## config.mk

```make
export PLATFORM = sky130hd
export DESIGN_NAME = i2c_pin_mode_regs
export DESIGN_NICKNAME = d
export VERILOG_FILES = /design/src/common/i2c_pin_mode_pkg.sv /design/src/rtl/bit_count_keeper.sv /design/src/rtl/i2c_pin_mode_regs.sv
export VERILOG_INCLUDE_DIRS = /design/src /design/src/common
export SDC_FILE = /design/constraint.sdc
export NUM_CORES = 1
export LEC_CHECK = 0
export BUFFER_PORTS_ARGS = -buffer_cell sky130_fd_sc_hd__buf_2
export CAP_MARGIN = 20
export CORE_UTILIZATION = 35
export DETAILED_ROUTE_END_ITERATION = 12
export GPL_TIMING_DRIVEN = 1
export PLACE_DENSITY_LB_ADDON = 0.05
export SYNTH_ARGS = -nofsm -noshare
export SYNTH_HDL_FRONTEND = slang
export SYNTH_SLANG_ARGS = --single-unit
```

## constraint.sdc

```tcl
create_clock -name core_clk_in -period 1.7 [get_ports core_clk_in]
set_input_delay 0.34 -clock core_clk_in [delete_from_list [all_inputs] [get_ports core_clk_in]]
set_output_delay 0.34 -clock core_clk_in [all_outputs]
set_load 0.1 [all_outputs]
```

## src/common/i2c_pin_mode_map.svh

```systemverilog
/*
 Offsets, field positions and reset values of the pin-control
 and mode registers. Assumes a 12-bit APB byte address.
*/
`ifndef I2C_PIN_MODE_MAP_SVH
`define I2C_PIN_MODE_MAP_SVH

// Register byte offsets
`define CTL2_OFS      12'h000
`define MODE_OFS      12'h004

// Control-two field positions
`define CTL2_SDA_VAL  5
`define CTL2_SDA_WG   4
`define CTL2_SCL_MON  3
`define CTL2_RSV2     2
`define CTL2_SOFT_RST 1
`define CTL2_RSV0     0

// Mode field positions
`define MODE_ORDER    7
`define MODE_RSV6     6
`define MODE_CNT_WG   3
`define MODE_CNT_HI   2

// Reset values
`define MODE_RST      8'h38
`define CTL2_SDA_RST  1'b1
`define CNT_RST       3'h0

`endif

```

## src/common/i2c_pin_mode_pkg.sv

```systemverilog
/*
 Types shared by the pin-control and mode register block.
 Assumes the map header for all numbers.
*/
package i2c_pin_mode_pkg;

    // APB slave phase, Gray along idle to wait
    typedef enum logic [0:0] {
        APB_IDLE = 1'b0,
        APB_WAIT = 1'b1
    } apb_state_e;

    // One byte-wide register image
    typedef logic [7:0] reg8_t;

endpackage : i2c_pin_mode_pkg

```

## src/rtl/bit_count_keeper.sv

```systemverilog
/*
 Three-bit remaining-transfer counter with clear, guarded load
 and count-down. Assumes all controls come from core_clk_in.
*/
`timescale 1ns/10ps
`include "i2c_pin_mode_map.svh"

module bit_count_keeper #(
    parameter int CNT_W = 3
) (
    input  wire logic             core_clk_in,
    input  wire logic             rst_n_in,
    input  wire logic             clear_in,
    input  wire logic             load_in,
    input  wire logic [CNT_W-1:0] load_val_in,
    input  wire logic             step_in,
    output logic      [CNT_W-1:0] count_out
);

    logic [CNT_W-1:0] count;      // Remaining bits
    logic [CNT_W-1:0] next_count; // Next remaining bits

    // Clear beats load beats step
    always_comb begin
        next_count = count;
        if (clear_in) begin
            // RL12 clear to zero
            next_count = '0;
        end else if (load_in) begin
            next_count = load_val_in;
        end else if (step_in && (count != '0)) begin
            // Stops at zero, never wraps
            next_count = count - CNT_W'(1);
        end
    end

    // Register only
    always_ff @(posedge core_clk_in or negedge rst_n_in) begin
        if (!rst_n_in) begin
            count <= CNT_W'(`CNT_RST);
        end else begin
            count <= next_count;
        end
    end

    assign count_out = count;

endmodule : bit_count_keeper

```

## src/rtl/i2c_pin_mode_regs.sv

```systemverilog
/*
 Pin-control and mode registers of a two-wire serial interface,
 reached over APB, with the transfer-counter keeper inside.
 Assumes the transfer engine runs on core_clk_in and that the
 SDA and SCL wires have external pull-ups.
*/
//
// Contract
// RL1 - SDA level changes only with guard 0
// RL2 - Read-only bit shows SCL output level
// RL3 - Control bits 2, 0 read one
// RL4 - Soft reset clears control, keeps registers
// RL5 - Software uses soft reset after hang-up
// RL6 - Mode register is 8-bit read/write
// RL7 - Power-on reset loads mode with 38
// RL8 - Mode bit 7 selects bit order
// RL9 - Software writes zero to mode bit 6
// RL10 - Counter loads only with guard 0
// RL11 - SDA value 0 drives low, 1 releases
// RL12 - Counter cleared by resets and standby
`timescale 1ns/10ps
`include "i2c_pin_mode_map.svh"

module i2c_pin_mode_regs
    import i2c_pin_mode_pkg::*;
#(
    parameter int ADDR_W = 12,
    parameter int CNT_W  = 3
) (
    input  wire logic              core_clk_in,
    input  wire logic              rst_n_in,
    input  wire logic              psel_in,
    input  wire logic              penable_in,
    input  wire logic              pwrite_in,
    input  wire logic [ADDR_W-1:0] paddr_in,
    input  wire logic [31:0]       pwdata_in,
    output logic      [31:0]       prdata_out,
    output logic                   pready_out,
    output logic                   pslverr_out,
    input  wire logic              scl_level_in,
    input  wire logic              standby_in,
    input  wire logic              bit_step_in,
    output logic                   sda_o_out,
    output logic                   sda_oe_out,
    output logic                   scl_o_out,
    output logic                   scl_oe_out,
    output logic                   bit_order_lsb_out,
    output logic                   soft_reset_out,
    output logic      [CNT_W-1:0]  bit_count_out
);

    apb_state_e       state;          // Bus phase
    apb_state_e       next_state;     // Next bus phase
    logic [31:0]      rdata;          // Latched read word
    logic [31:0]      next_rdata;     // Read word to latch
    logic             sda_level_value;      // Driven SDA level
    logic             next_sda_level_value; // Next SDA level
    logic             bit_order_select;     // 1 is LSB first
    logic             next_bit_order_select;
    logic             soft_pulse;     // Control-part reset
    logic             next_soft_pulse;
    logic             done;           // Transfer completes
    logic             hit_ctl2;       // Control-two decoded
    logic             hit_mode;       // Mode decoded
    logic             wr_ctl2;        // Control-two write
    logic             wr_mode;        // Mode write
    logic             cnt_load;       // Guarded counter load
    logic [CNT_W-1:0] transfer_bit_counter; // Remaining bits
    reg8_t            ctl2_view;      // Control-two read image
    reg8_t            mode_view;      // Mode read image

    // Address decode, full match only
    assign hit_ctl2 = (paddr_in == ADDR_W'(`CTL2_OFS));
    assign hit_mode = (paddr_in == ADDR_W'(`MODE_OFS));

    // Handshake is combinational, one wait state always
    assign pready_out  = (state == APB_WAIT);
    assign done        = psel_in && penable_in && pready_out;
    assign pslverr_out = pready_out && !(hit_ctl2 || hit_mode);
    assign wr_ctl2     = done && pwrite_in && hit_ctl2;
    assign wr_mode     = done && pwrite_in && hit_mode;

    // Control-two image; bits 7 and 6 belong to start logic
    always_comb begin
        ctl2_view = 8'h00;
        ctl2_view[`CTL2_SDA_VAL] = sda_level_value;
        // RL1 guard reads one
        ctl2_view[`CTL2_SDA_WG] = 1'b1;
        // RL2 live SCL level
        ctl2_view[`CTL2_SCL_MON] = scl_level_in;
        // RL3 reserved read one
        ctl2_view[`CTL2_RSV2] = 1'b1;
        ctl2_view[`CTL2_RSV0] = 1'b1;
        // Soft reset is a pulse, so it reads zero
        ctl2_view[`CTL2_SOFT_RST] = 1'b0;
    end

    // Mode image; bits 5 and 4 and the guard read one
    always_comb begin
        mode_view = 8'h00;
        // RL8 order bit readback
        mode_view[`MODE_ORDER] = bit_order_select;
        // Bit 6 is not stored, reads zero
        mode_view[`MODE_RSV6] = 1'b0;
        mode_view[5] = 1'b1;
        mode_view[4] = 1'b1;
        // RL10 guard reads one
        mode_view[`MODE_CNT_WG] = 1'b1;
        mode_view[`MODE_CNT_HI:0] = transfer_bit_counter;
    end

    // Bus phase and read latch
    always_comb begin
        next_state = state;
        next_rdata = rdata;
        unique case (state)
            APB_IDLE: begin
                // Latch in first access cycle
                if (psel_in && penable_in) begin
                    next_state = APB_WAIT;
                    next_rdata = 32'h0000_0000;
                    if (!pwrite_in && hit_ctl2) begin
                        next_rdata = {24'h00_0000, ctl2_view};
                    end else if (!pwrite_in && hit_mode) begin
                        // RL6 upper bits zero
                        next_rdata = {24'h00_0000, mode_view};
                    end
                end
            end
            APB_WAIT: begin
                // Access ends here; data held until the next access latches
                next_state = APB_IDLE;
            end
        endcase
    end

    // Register only
    always_ff @(posedge core_clk_in or negedge rst_n_in) begin
        if (!rst_n_in) begin
            state <= APB_IDLE;
            rdata <= 32'h0000_0000;
        end else begin
            state <= next_state;
            rdata <= next_rdata;
        end
    end

    assign prdata_out = rdata;

    // Register updates on completed writes
    always_comb begin
        next_sda_level_value  = sda_level_value;
        next_bit_order_select = bit_order_select;
        next_soft_pulse       = 1'b0;
        // RL1 guarded SDA write
        if (wr_ctl2 && !pwdata_in[`CTL2_SDA_WG]) begin
            next_sda_level_value = pwdata_in[`CTL2_SDA_VAL];
        end
        // RL4 soft reset pulse
        if (wr_ctl2 && pwdata_in[`CTL2_SOFT_RST]) begin
            next_soft_pulse = 1'b1;
        end
        // RL8 order bit write
        if (wr_mode) begin
            next_bit_order_select = pwdata_in[`MODE_ORDER];
        end
    end

    // Register only; the soft pulse leaves these alone
    always_ff @(posedge core_clk_in or negedge rst_n_in) begin
        if (!rst_n_in) begin
            sda_level_value  <= `CTL2_SDA_RST;
            // RL7 order bit of 38
            bit_order_select <= 1'(`MODE_RST >> `MODE_ORDER);
            soft_pulse       <= 1'b0;
        end else begin
            sda_level_value  <= next_sda_level_value;
            bit_order_select <= next_bit_order_select;
            soft_pulse       <= next_soft_pulse;
        end
    end

    // RL10 load needs guard 0
    assign cnt_load = wr_mode && !pwdata_in[`MODE_CNT_WG];

    // Counter keeper; clears win over a load in the same cycle
    bit_count_keeper #(
        .CNT_W       (CNT_W)
    ) u_bit_count_keeper (
        .core_clk_in (core_clk_in),
        .rst_n_in    (rst_n_in),
        .clear_in    (soft_pulse || standby_in),
        .load_in     (cnt_load),
        .load_val_in (pwdata_in[CNT_W-1:0]),
        .step_in     (bit_step_in),
        .count_out   (transfer_bit_counter)
    );

    // RL11 open-drain SDA
    assign sda_o_out  = 1'b0;
    assign sda_oe_out = !sda_level_value;
    // SCL is open-drain too; engine gives the wanted level
    assign scl_o_out  = 1'b0;
    assign scl_oe_out = !scl_level_in;

    assign bit_order_lsb_out = bit_order_select;
    assign soft_reset_out    = soft_pulse;
    assign bit_count_out     = transfer_bit_counter;

    // Helper: mode untouched since reset
    logic mode_clean;
    always_ff @(posedge core_clk_in or negedge rst_n_in) begin
        if (!rst_n_in) begin
            mode_clean <= 1'b1;
        end else if (wr_mode || bit_step_in || standby_in) begin
            mode_clean <= 1'b0;
        end
    end
endmodule : i2c_pin_mode_regs

```

Word level (Yosys, flattened, before mapping)
Cells that the tools add are included.
{ "word_totals": {"word_cells": 41, "inputBits": 52, "output_inout_bits": 43, "reg_bits": 39} }
{ "op_classes": {"n_mux": 8, "reduce_logical": 24, "add_sub_neg": 1, "eq_ne": 1, "n_bitwise": 1} }
{ "op_table": {"columns": ["op", "n"], "rows": [
  ["8-bit two-way mux", 2],
  ["12-bit by 3-bit == test with 1-bit output (second input constant)", 1],
  ["1-bit logical AND", 12],
  ["12-bit logical NOT", 1],
  ["3-bit two-way mux", 3],
  ["1-bit logical NOT", 6],
  ["3-bit nonzero test", 2],
  ["3-bit by 1-bit subtractor with 3-bit output (second input constant)", 1],
  ["1-bit logical OR", 2],
  ["1-bit two-way mux", 2],
  ["1-bit one-hot mux with 2 select lines", 1],
  ["2-bit AND reduction", 1],
  ["1-bit inverter", 1]
]} }

Logic depth before layout (Yosys ltp)
Gate-level depths: netlist of the first run.
{ "depth": {"depth_word": 7, "depth_mapped": 7, "depth_no_buf": 7} }

Hierarchy
From an unflattened synthesis of the first run, not the netlist that was laid out.
{ "unflattened": {"hier_cells": 98, "area_unflattened_um2": 943.4} }
{ "modules_own_cells": {"columns": ["mod", "n_inst", "area_per_inst_um2", "cells_each", "seq_area_each_um2"], "rows": [
  ["i2c_pin_mode_regs", 1, 748.2, 77, 276.5],
  ["bit_count_keeper", 1, 195.2, 21, 75.1]
]} }

Worst setup path before layout of the first run
OpenSTA, ideal clock, no wires.
{ "synth_path": {"kind": "register to register", "startpoint": "register u_bit_count_keeper.count[0] (netlist: u_bit_count_keeper.count_out[0])", "endpoint": "register u_bit_count_keeper.count[0] (netlist: u_bit_count_keeper.count_out[0])", "period_less_slack_ns": 2.042, "setup_ns": 0.128, "arrival_time_ns": 1.914, "path_buffers": 0, "required_time_ns": 1.572, "stages_incl_launch_ff": 8, "slack_ns": -0.342, "cell_sequence": "dfrtp_1 inv_1 ha_1 ha_1 nand2b_1 xnor2_1 nand2_1 mux2i_1"} }
{ "synth_via": {"elab_chain_cells": 4, "word_cells_on_any_way": 7, "cone_classes": "add/sub (1); mux (3); reduce/logical (3)"} }
{ "synth_lines": {"columns": ["item", "line", "source"], "rows": [
  ["start: declaration", "bit_count_keeper.sv:20", "logic [CNT_W-1:0] count;"],
  ["start signal: assignment", "bit_count_keeper.sv:40", "count <= CNT_W'(`CNT_RST);"],
  ["start signal: assignment", "bit_count_keeper.sv:42", "count <= next_count;"],
  ["3-bit by 1-bit subtractor with 3-bit output", "bit_count_keeper.sv:33", "next_count = count - CNT_W'(1);"],
  ["3-bit two-way mux", "bit_count_keeper.sv:31", "end else if (step_in && (count != '0)) begin"],
  ["3-bit two-way mux", "bit_count_keeper.sv:29", "end else if (load_in) begin"],
  ["3-bit two-way mux", "bit_count_keeper.sv:26", "if (clear_in) begin"]
]} }
Parallel ways exist; a longest one is shown, timed or not. The select of a mux whose other input is x is not followed.
A chain may end at the register's enable or synchronous reset.

Worst setup path in the final report of the first run
{ "layout_path": {"startpoint": "input paddr_in[5]", "endpoint": "output pslverr_out"} }
{ "layout_via": {"elab_chain_cells": 4, "word_cells_on_any_way": 5, "cone_classes": "eq/ne (1); reduce/logical (4)"} }
{ "layout_lines": {"columns": ["item", "line", "source"], "rows": [
  ["start: declaration", "i2c_pin_mode_regs.sv:35", "input wire logic [ADDR_W-1:0] paddr_in,"],
  ["12-bit by 3-bit == test with 1-bit output or 12-bit logical NOT (tied branches)", "i2c_pin_mode_regs.sv:74, i2c_pin_mode_regs.sv:73", null],
  ["1-bit logical OR *", "i2c_pin_mode_regs.sv:79", "assign pslverr_out = pready_out && !(hit_ctl2 || hit_mode);"],
  ["1-bit logical NOT *", "i2c_pin_mode_regs.sv:79", null],
  ["1-bit logical AND *", "i2c_pin_mode_regs.sv:79", null],
  ["end: declaration", "i2c_pin_mode_regs.sv:39", "output logic pslverr_out,"]
]} }
Every way passes the cells marked *; elsewhere a longest branch is shown, timed or not.

==> flow_metrics.env, run 1 <==
export IMPL_drt_pre_antenna_iters=4
export IMPL_syn_area_um2=960
export IMPL_cts_root_buf="clkbuf_4"
export IMPL_grt_pass1_wl_um=2540
export IMPL_dieArea_um2=2960
export IMPL_cap_violations=0
export IMPL_arrival_ps=1290
export IMPL_grt_ovfl_total=0
export IMPL_drc=0
export IMPL_rsz0062_at_grt="false"
export IMPL_layout_area_seq_um2=362
export IMPL_cts_buffer_depth=2
export IMPL_yosys_warnings=0
export IMPL_ir_worst_vdd_mv=0.900
export IMPL_drive_gt1_frac=0.442
export IMPL_num_rows=18
export IMPL_chipHeight_um=54.4
export IMPL_stdcell_count=177
export IMPL_coreArea_um2=2540
export IMPL_maxSlewViolCount=0
export IMPL_syn_area_per_cell_um2=9.41
export IMPL_die_x_um=54.4
export IMPL_num_fill_cells=257
export IMPL_cp_endpoint="pslverr_out"
export IMPL_antenna_cells=0
export IMPL_io_pins=95
export IMPL_cts_tree="built"
export IMPL_setup_tns_ps=0
export IMPL_grt_use_total=0.123
export IMPL_period_needed_ps=1630
export IMPL_vias=722
export IMPL_drt_iter0_drc=7
export IMPL_avgViaCountPerCell=4.08
export IMPL_netlist_instances=102
export IMPL_status="completed"
export IMPL_fin_area_um2=1160
export IMPL_critPathRequiredTime_ps=1360
export IMPL_grt_pass1_vias=604
export IMPL_post_cts_buffers=0
export IMPL_r2r_end="u_bit_count_keeper.count_out[2]"
export IMPL_fin_crit_sh=0.956
export IMPL_place_area_um2=1100
export IMPL_startpoint_type="input pin"
export IMPL_fmax_ghz=0.615
export IMPL_setup_viol=0
export IMPL_synth_distinct_cells=26
export IMPL_final_setup_skew_ps=4.22
export IMPL_gp_congestion=0.705
export IMPL_dpl_hpwl_um=1340
export IMPL_critical_path_class="in2out"
export IMPL_routed_wl_um=1630
export IMPL_area_growth_syn_to_layout_pct=20.6
export IMPL_htree_levels=1
export IMPL_reg2reg_setup_slack_ps=180
export IMPL_reg2regPathDepth=7
export IMPL_critPathCaptureType="output pin"
export IMPL_p_total_mw=1.47
export IMPL_hold_violations=0
export IMPL_path_max_fanout=3
export IMPL_start_util=0.377
export IMPL_multi_input_area_um2=465
export IMPL_grt_antenna_before_repair=0
export IMPL_wl_per_cell_um=9.19
export IMPL_yosysSeqAreaShare=0.366
export IMPL_ys_ff_latch=14
export IMPL_finish_net_count=202
export IMPL_portBuffers=42
export IMPL_path_clk_slew_ps=90
export IMPL_worstReg2RegStart="u_bit_count_keeper.count_out[0]"
export IMPL_ant_nets=0
export IMPL_clkLatencyLatePin_ps=280
export IMPL_clock_sinks=14
export IMPL_grt_start_max_net_pins=15
export IMPL_cts_buffers=3
export IMPL_post_place_cells=172
export IMPL_hp_class="in2reg"
export IMPL_p_per_area_nw_per_um2=1270
export IMPL_hold_slack_ps=283
export IMPL_leakage_nw=0.661
export IMPL_startpoint="paddr_in[5]"
-- state kept, by name, indices dropped and copies added, names as in the netlist --
register / cells
soft_reset_out: 1
prdata_out: 7
pready_out: 1
sda_level_value: 1
u_bit_count_keeper.count_out: 3
bit_order_lsb_out: 1
-- metrics by stage --
step	util	setup WS, ps
3_5_place_dp	0.434	-22.1
4_1_cts	0.453	29.9
3_3_place_gp	0.434	-27.0
2_1_floorplan	-	50.9
6_report	0.455	74.3
5_1_grt	0.455	20.0
-- repair_timing --
action	CTS	global route
hold buffers	1	0
gates resized for setup	1	1
hold endpoints to repair	13	0
endpoints found under the setup margin	1	1
pin swaps	0	1
-- cell type report --
class	count	share of cell area
multi-input combinational	79	0.402
sequential	14	0.312
timing repair buffer	44	0.202
tap	30	0.0324
clock buffer	4	0.0314
inverter	6	0.0195
-- worst max-delay path, cell delays in order --
cell     delay (ps)
buf_2           100
nor4_2          290
nand3_1         150
and2_2          230
buf_6           180
-- metal layers --
metal	track usage	vias to the layer above	wire, µm
met4	0.0641	0	0
li1	-	367	-
met3	0.0306	0	143
met2	0.203	44	771
met1	0.145	311	711
met5	0	-	0
-- how the worst min path moves through the flow --
stage,end,from,depth (start not counted)
finish,u_bit_count_keeper.count_out[0],pwdata_in[0],3
global placement,prdata_out[2],rst_n_in,1
floorplan,bit_order_lsb_out,rst_n_in,0
CTS,u_bit_count_keeper.count_out[0],pwdata_in[0],3
global route,bit_order_lsb_out,pwdata_in[7],2
detailed placement,prdata_out[2],rst_n_in,1
-- cells in the final DEF (no fill, tap or decap), drive strengths merged, types with 2 or more instances in the layout --
cell type / instances
buf: 43
conb: 27
nand2: 18
dfrtp: 13
inv: 6
o21ai: 6
mux2i: 5
nor2: 4
clkbuf: 4
nand3b: 2
nor2b: 2
mux2: 2
ha: 2
nor4: 2
and4: 2
-- cell usage after synthesis --
cell / count / area [µm²]
buf_4: 27 / 203
nand2_1: 18 / 67.6
dfrtp_1: 13 / 325
inv_1: 6 / 22.5
o21ai_2: 6 / 52.6
mux2i_1: 5 / 50.1
nor2_1: 4 / 15.0
ha_1: 2 / 25.0
mux2_2: 2 / 22.5
nand3b_1: 2 / 15.0
nor2b_1: 2 / 12.5
and2_2: 1 / 7.51
and4_1: 1 / 8.76
and4_2: 1 / 10.0
and4bb_2: 1 / 12.5
buf_6: 1 / 11.3
clkbuf_1: 1 / 3.75
conb_1: 1 / 3.75
dfstp_2: 1 / 26.3
nand2b_1: 1 / 6.26
nand3_1: 1 / 5.00
nor3_1: 1 / 5.00
nor4_2: 1 / 12.5
nor4_4: 1 / 21.3
or3_1: 1 / 6.26
xnor2_1: 1 / 8.76
-- logic make-up (layout without fill, tap and decap cells) --
group | count (synthesis) | after routing | synth area share
simple gates | 36 | 36 | 0.214
buf+inv | 35 | 54 | 0.250
flops | 14 | 14 | 0.366
mux | 7 | 7 | 0.0756
compound gates | 6 | 6 | 0.0548
fa+ha+maj | 2 | 2 | 0.0261
other cells | 1 | 27 | 0.00391
xor+xnor | 1 | 1 | 0.00913
-- report_power, final --
part	switching [mW]	total, mW	internal, mW	leakage [nW]
combinational	0.658	0.814	0.156	0.456
clock	0.111	0.241	0.130	0.0210
sequential	0.0309	0.413	0.382	0.183
total	0.799	1.47	0.668	0.661
Power figures use the tool's default switching activity.
==> run 2: changes to the inputs <==
- PLACE_DENSITY: unset -> 0.88
- PLACE_DENSITY_LB_ADDON: 0.05 -> unset
==> run 2 against run 1 <==
Against the previous run: non-clock buffer count grew 2; final cell count grew 1.1%; sequential power is essentially flat; clock power is essentially flat; combinational power grew 3.6%; power grew 2.1%; via count grew 4.7%.
==> flow_metrics.env, run 2 (same netlist as run 1, synthesis figures left out) <==
export IMPL_clock_sinks=14
export IMPL_coreArea_um2=2540
export IMPL_vias=756
export IMPL_path_max_fanout=3
export IMPL_antenna_cells=0
export IMPL_fmax_ghz=0.597
export IMPL_hp_class="in2reg"
export IMPL_grt_pass1_vias=643
export IMPL_ir_worst_vdd_mv=0.696
export IMPL_drt_iter0_drc=9
export IMPL_cts_tree="built"
export IMPL_cts_root_buf="clkbuf_4"
export IMPL_cts_buffers=3
export IMPL_grt_ovfl_total=0
export IMPL_drc=0
export IMPL_io_pins=95
export IMPL_drt_pre_antenna_iters=4
export IMPL_clkLatencyLatePin_ps=280
export IMPL_chipHeight_um=54.4
export IMPL_cap_violations=0
export IMPL_grt_use_total=0.134
export IMPL_largest_register_ffs=7
export IMPL_final_setup_skew_ps=0.960
export IMPL_power_switching_mw=0.820
export IMPL_portBuffers=42
export IMPL_dieArea_um2=2960
export IMPL_grt_start_max_net_pins=15
export IMPL_critical_path_class="in2out"
export IMPL_period_needed_ps=1670
export IMPL_finish_net_count=204
export IMPL_num_rows=18
export IMPL_area_growth_syn_to_layout_pct=22.9
export IMPL_maxSlewViolCount=0
export IMPL_reg2regPathDepth=7
export IMPL_clkPwrFrac=0.163
export IMPL_startpoint="paddr_in[5]"
export IMPL_layout_area_seq_um2=362
export IMPL_gp_congestion=0.756
export IMPL_routed_wl_um=1770
export IMPL_avgViaCountPerCell=4.22
export IMPL_p_total_mw=1.50
export IMPL_mostFrequentLayoutCells="41 x buf_2, 27 x conb_1, 18 x nand2_1"
export IMPL_p_int_mw=0.678
export IMPL_worstReg2RegStart="u_bit_count_keeper.count_out[0]"
export IMPL_seq_power_share=0.275
export IMPL_die_x_um=54.4
export IMPL_hold_start="pwdata_in[7]"
export IMPL_startpoint_type="input pin"
export IMPL_grt_antenna_before_repair=0
export IMPL_leakage_nw=0.670
export IMPL_swShare=0.547
export IMPL_final_common_cell="buf_2"
export IMPL_holdPathStages=2
export IMPL_critPathRequiredTime_ps=1360
export IMPL_dpl_hpwl_um=1410
export IMPL_path_clk_slew_ps=90
export IMPL_hold_violations=0
export IMPL_hold_slack_ps=290
export IMPL_wl_per_cell_um=9.87
export IMPL_start_util=0.377
export IMPL_arrival_ps=1330
export IMPL_cts_buffer_depth=2
export IMPL_htree_levels=1
export IMPL_critPathCaptureType="output pin"
export IMPL_grt_pass1_wl_um=2770
export IMPL_drive_gt1_frac=0.456
export IMPL_p_comb_frac=0.563
export IMPL_fin_crit_sh=0.985
export IMPL_setup_viol=0
export IMPL_multi_input_area_um2=477
export IMPL_num_fill_cells=271
export IMPL_ant_nets=0
export IMPL_status="completed"
export IMPL_p_per_area_nw_per_um2=1270
==> run 2: what timing repair did <==
item	4_1_cts	5_1_grt
pin swaps	0	1
hold buffers	1	0
gates resized for setup	1	2
endpoints found under the setup margin	1	4
endpoints found under the hold margin	13	0
buffers inserted	0	2
==> run 2: worst paths after layout <==
check	endpoint	slack [ps]
max in group asynchronous	sda_level_value	930
worst min register to register	prdata_out[2]	470
worst min-delay path	bit_order_lsb_out	290
min in group asynchronous	prdata_out[0]	480
worst max register to register	u_bit_count_keeper.count_out[2]	150
worst max-delay path	pslverr_out	30
==> run 2: critical path, cell delays in order <==
cell	delay [ps]
buf_2	120
nor4_4	280
nand3_1	150
and2_2	220
buf_4	230
==> run 2: per-stage QoR <==
stage	setup TNS, ps	cells	util	cell area [µm²]	worst slack, ps
after detailed placement	-121	172	0.434	1100	-23.9
after global routing	-31.2	179	0.464	1180	-31.2
after global placement	0	172	0.434	1100	7.58
final	0	179	0.464	1180	25.2
after floorplan	0	128	-	1070	50.9
after CTS	0	177	0.453	1150	27.9
==> run 2: power groups by stage <==
stage	logic, mW	clock network (mW)	registers, mW
finish	0.843	0.244	0.412
global route	0.902	0.268	0.421
floorplan	0.511	0	0.658
CTS	0.838	0.250	0.413
detailed placement	0.819	0	0.420
global placement	0.806	0	0.419
==> run 2: area by class of cell <==
class	instances	share of cell area
Clock buffer	4	0.0308
Inverter	6	0.0191
Multi-Input combinational cell	79	0.404
Sequential cell	14	0.306
Tap cell	30	0.0318
Timing Repair Buffer	46	0.208
==> run 2: per-layer routing <==
metal	vias up	GRT usage	wire length (µm)	share of wire
li1	372	-	-	-
met1	333	0.166	777	0.44
met2	49	0.224	832	0.47
met3	2	0.0333	146	0.083
met4	0	0.0513	10	0.0057
met5	-	0	0	0
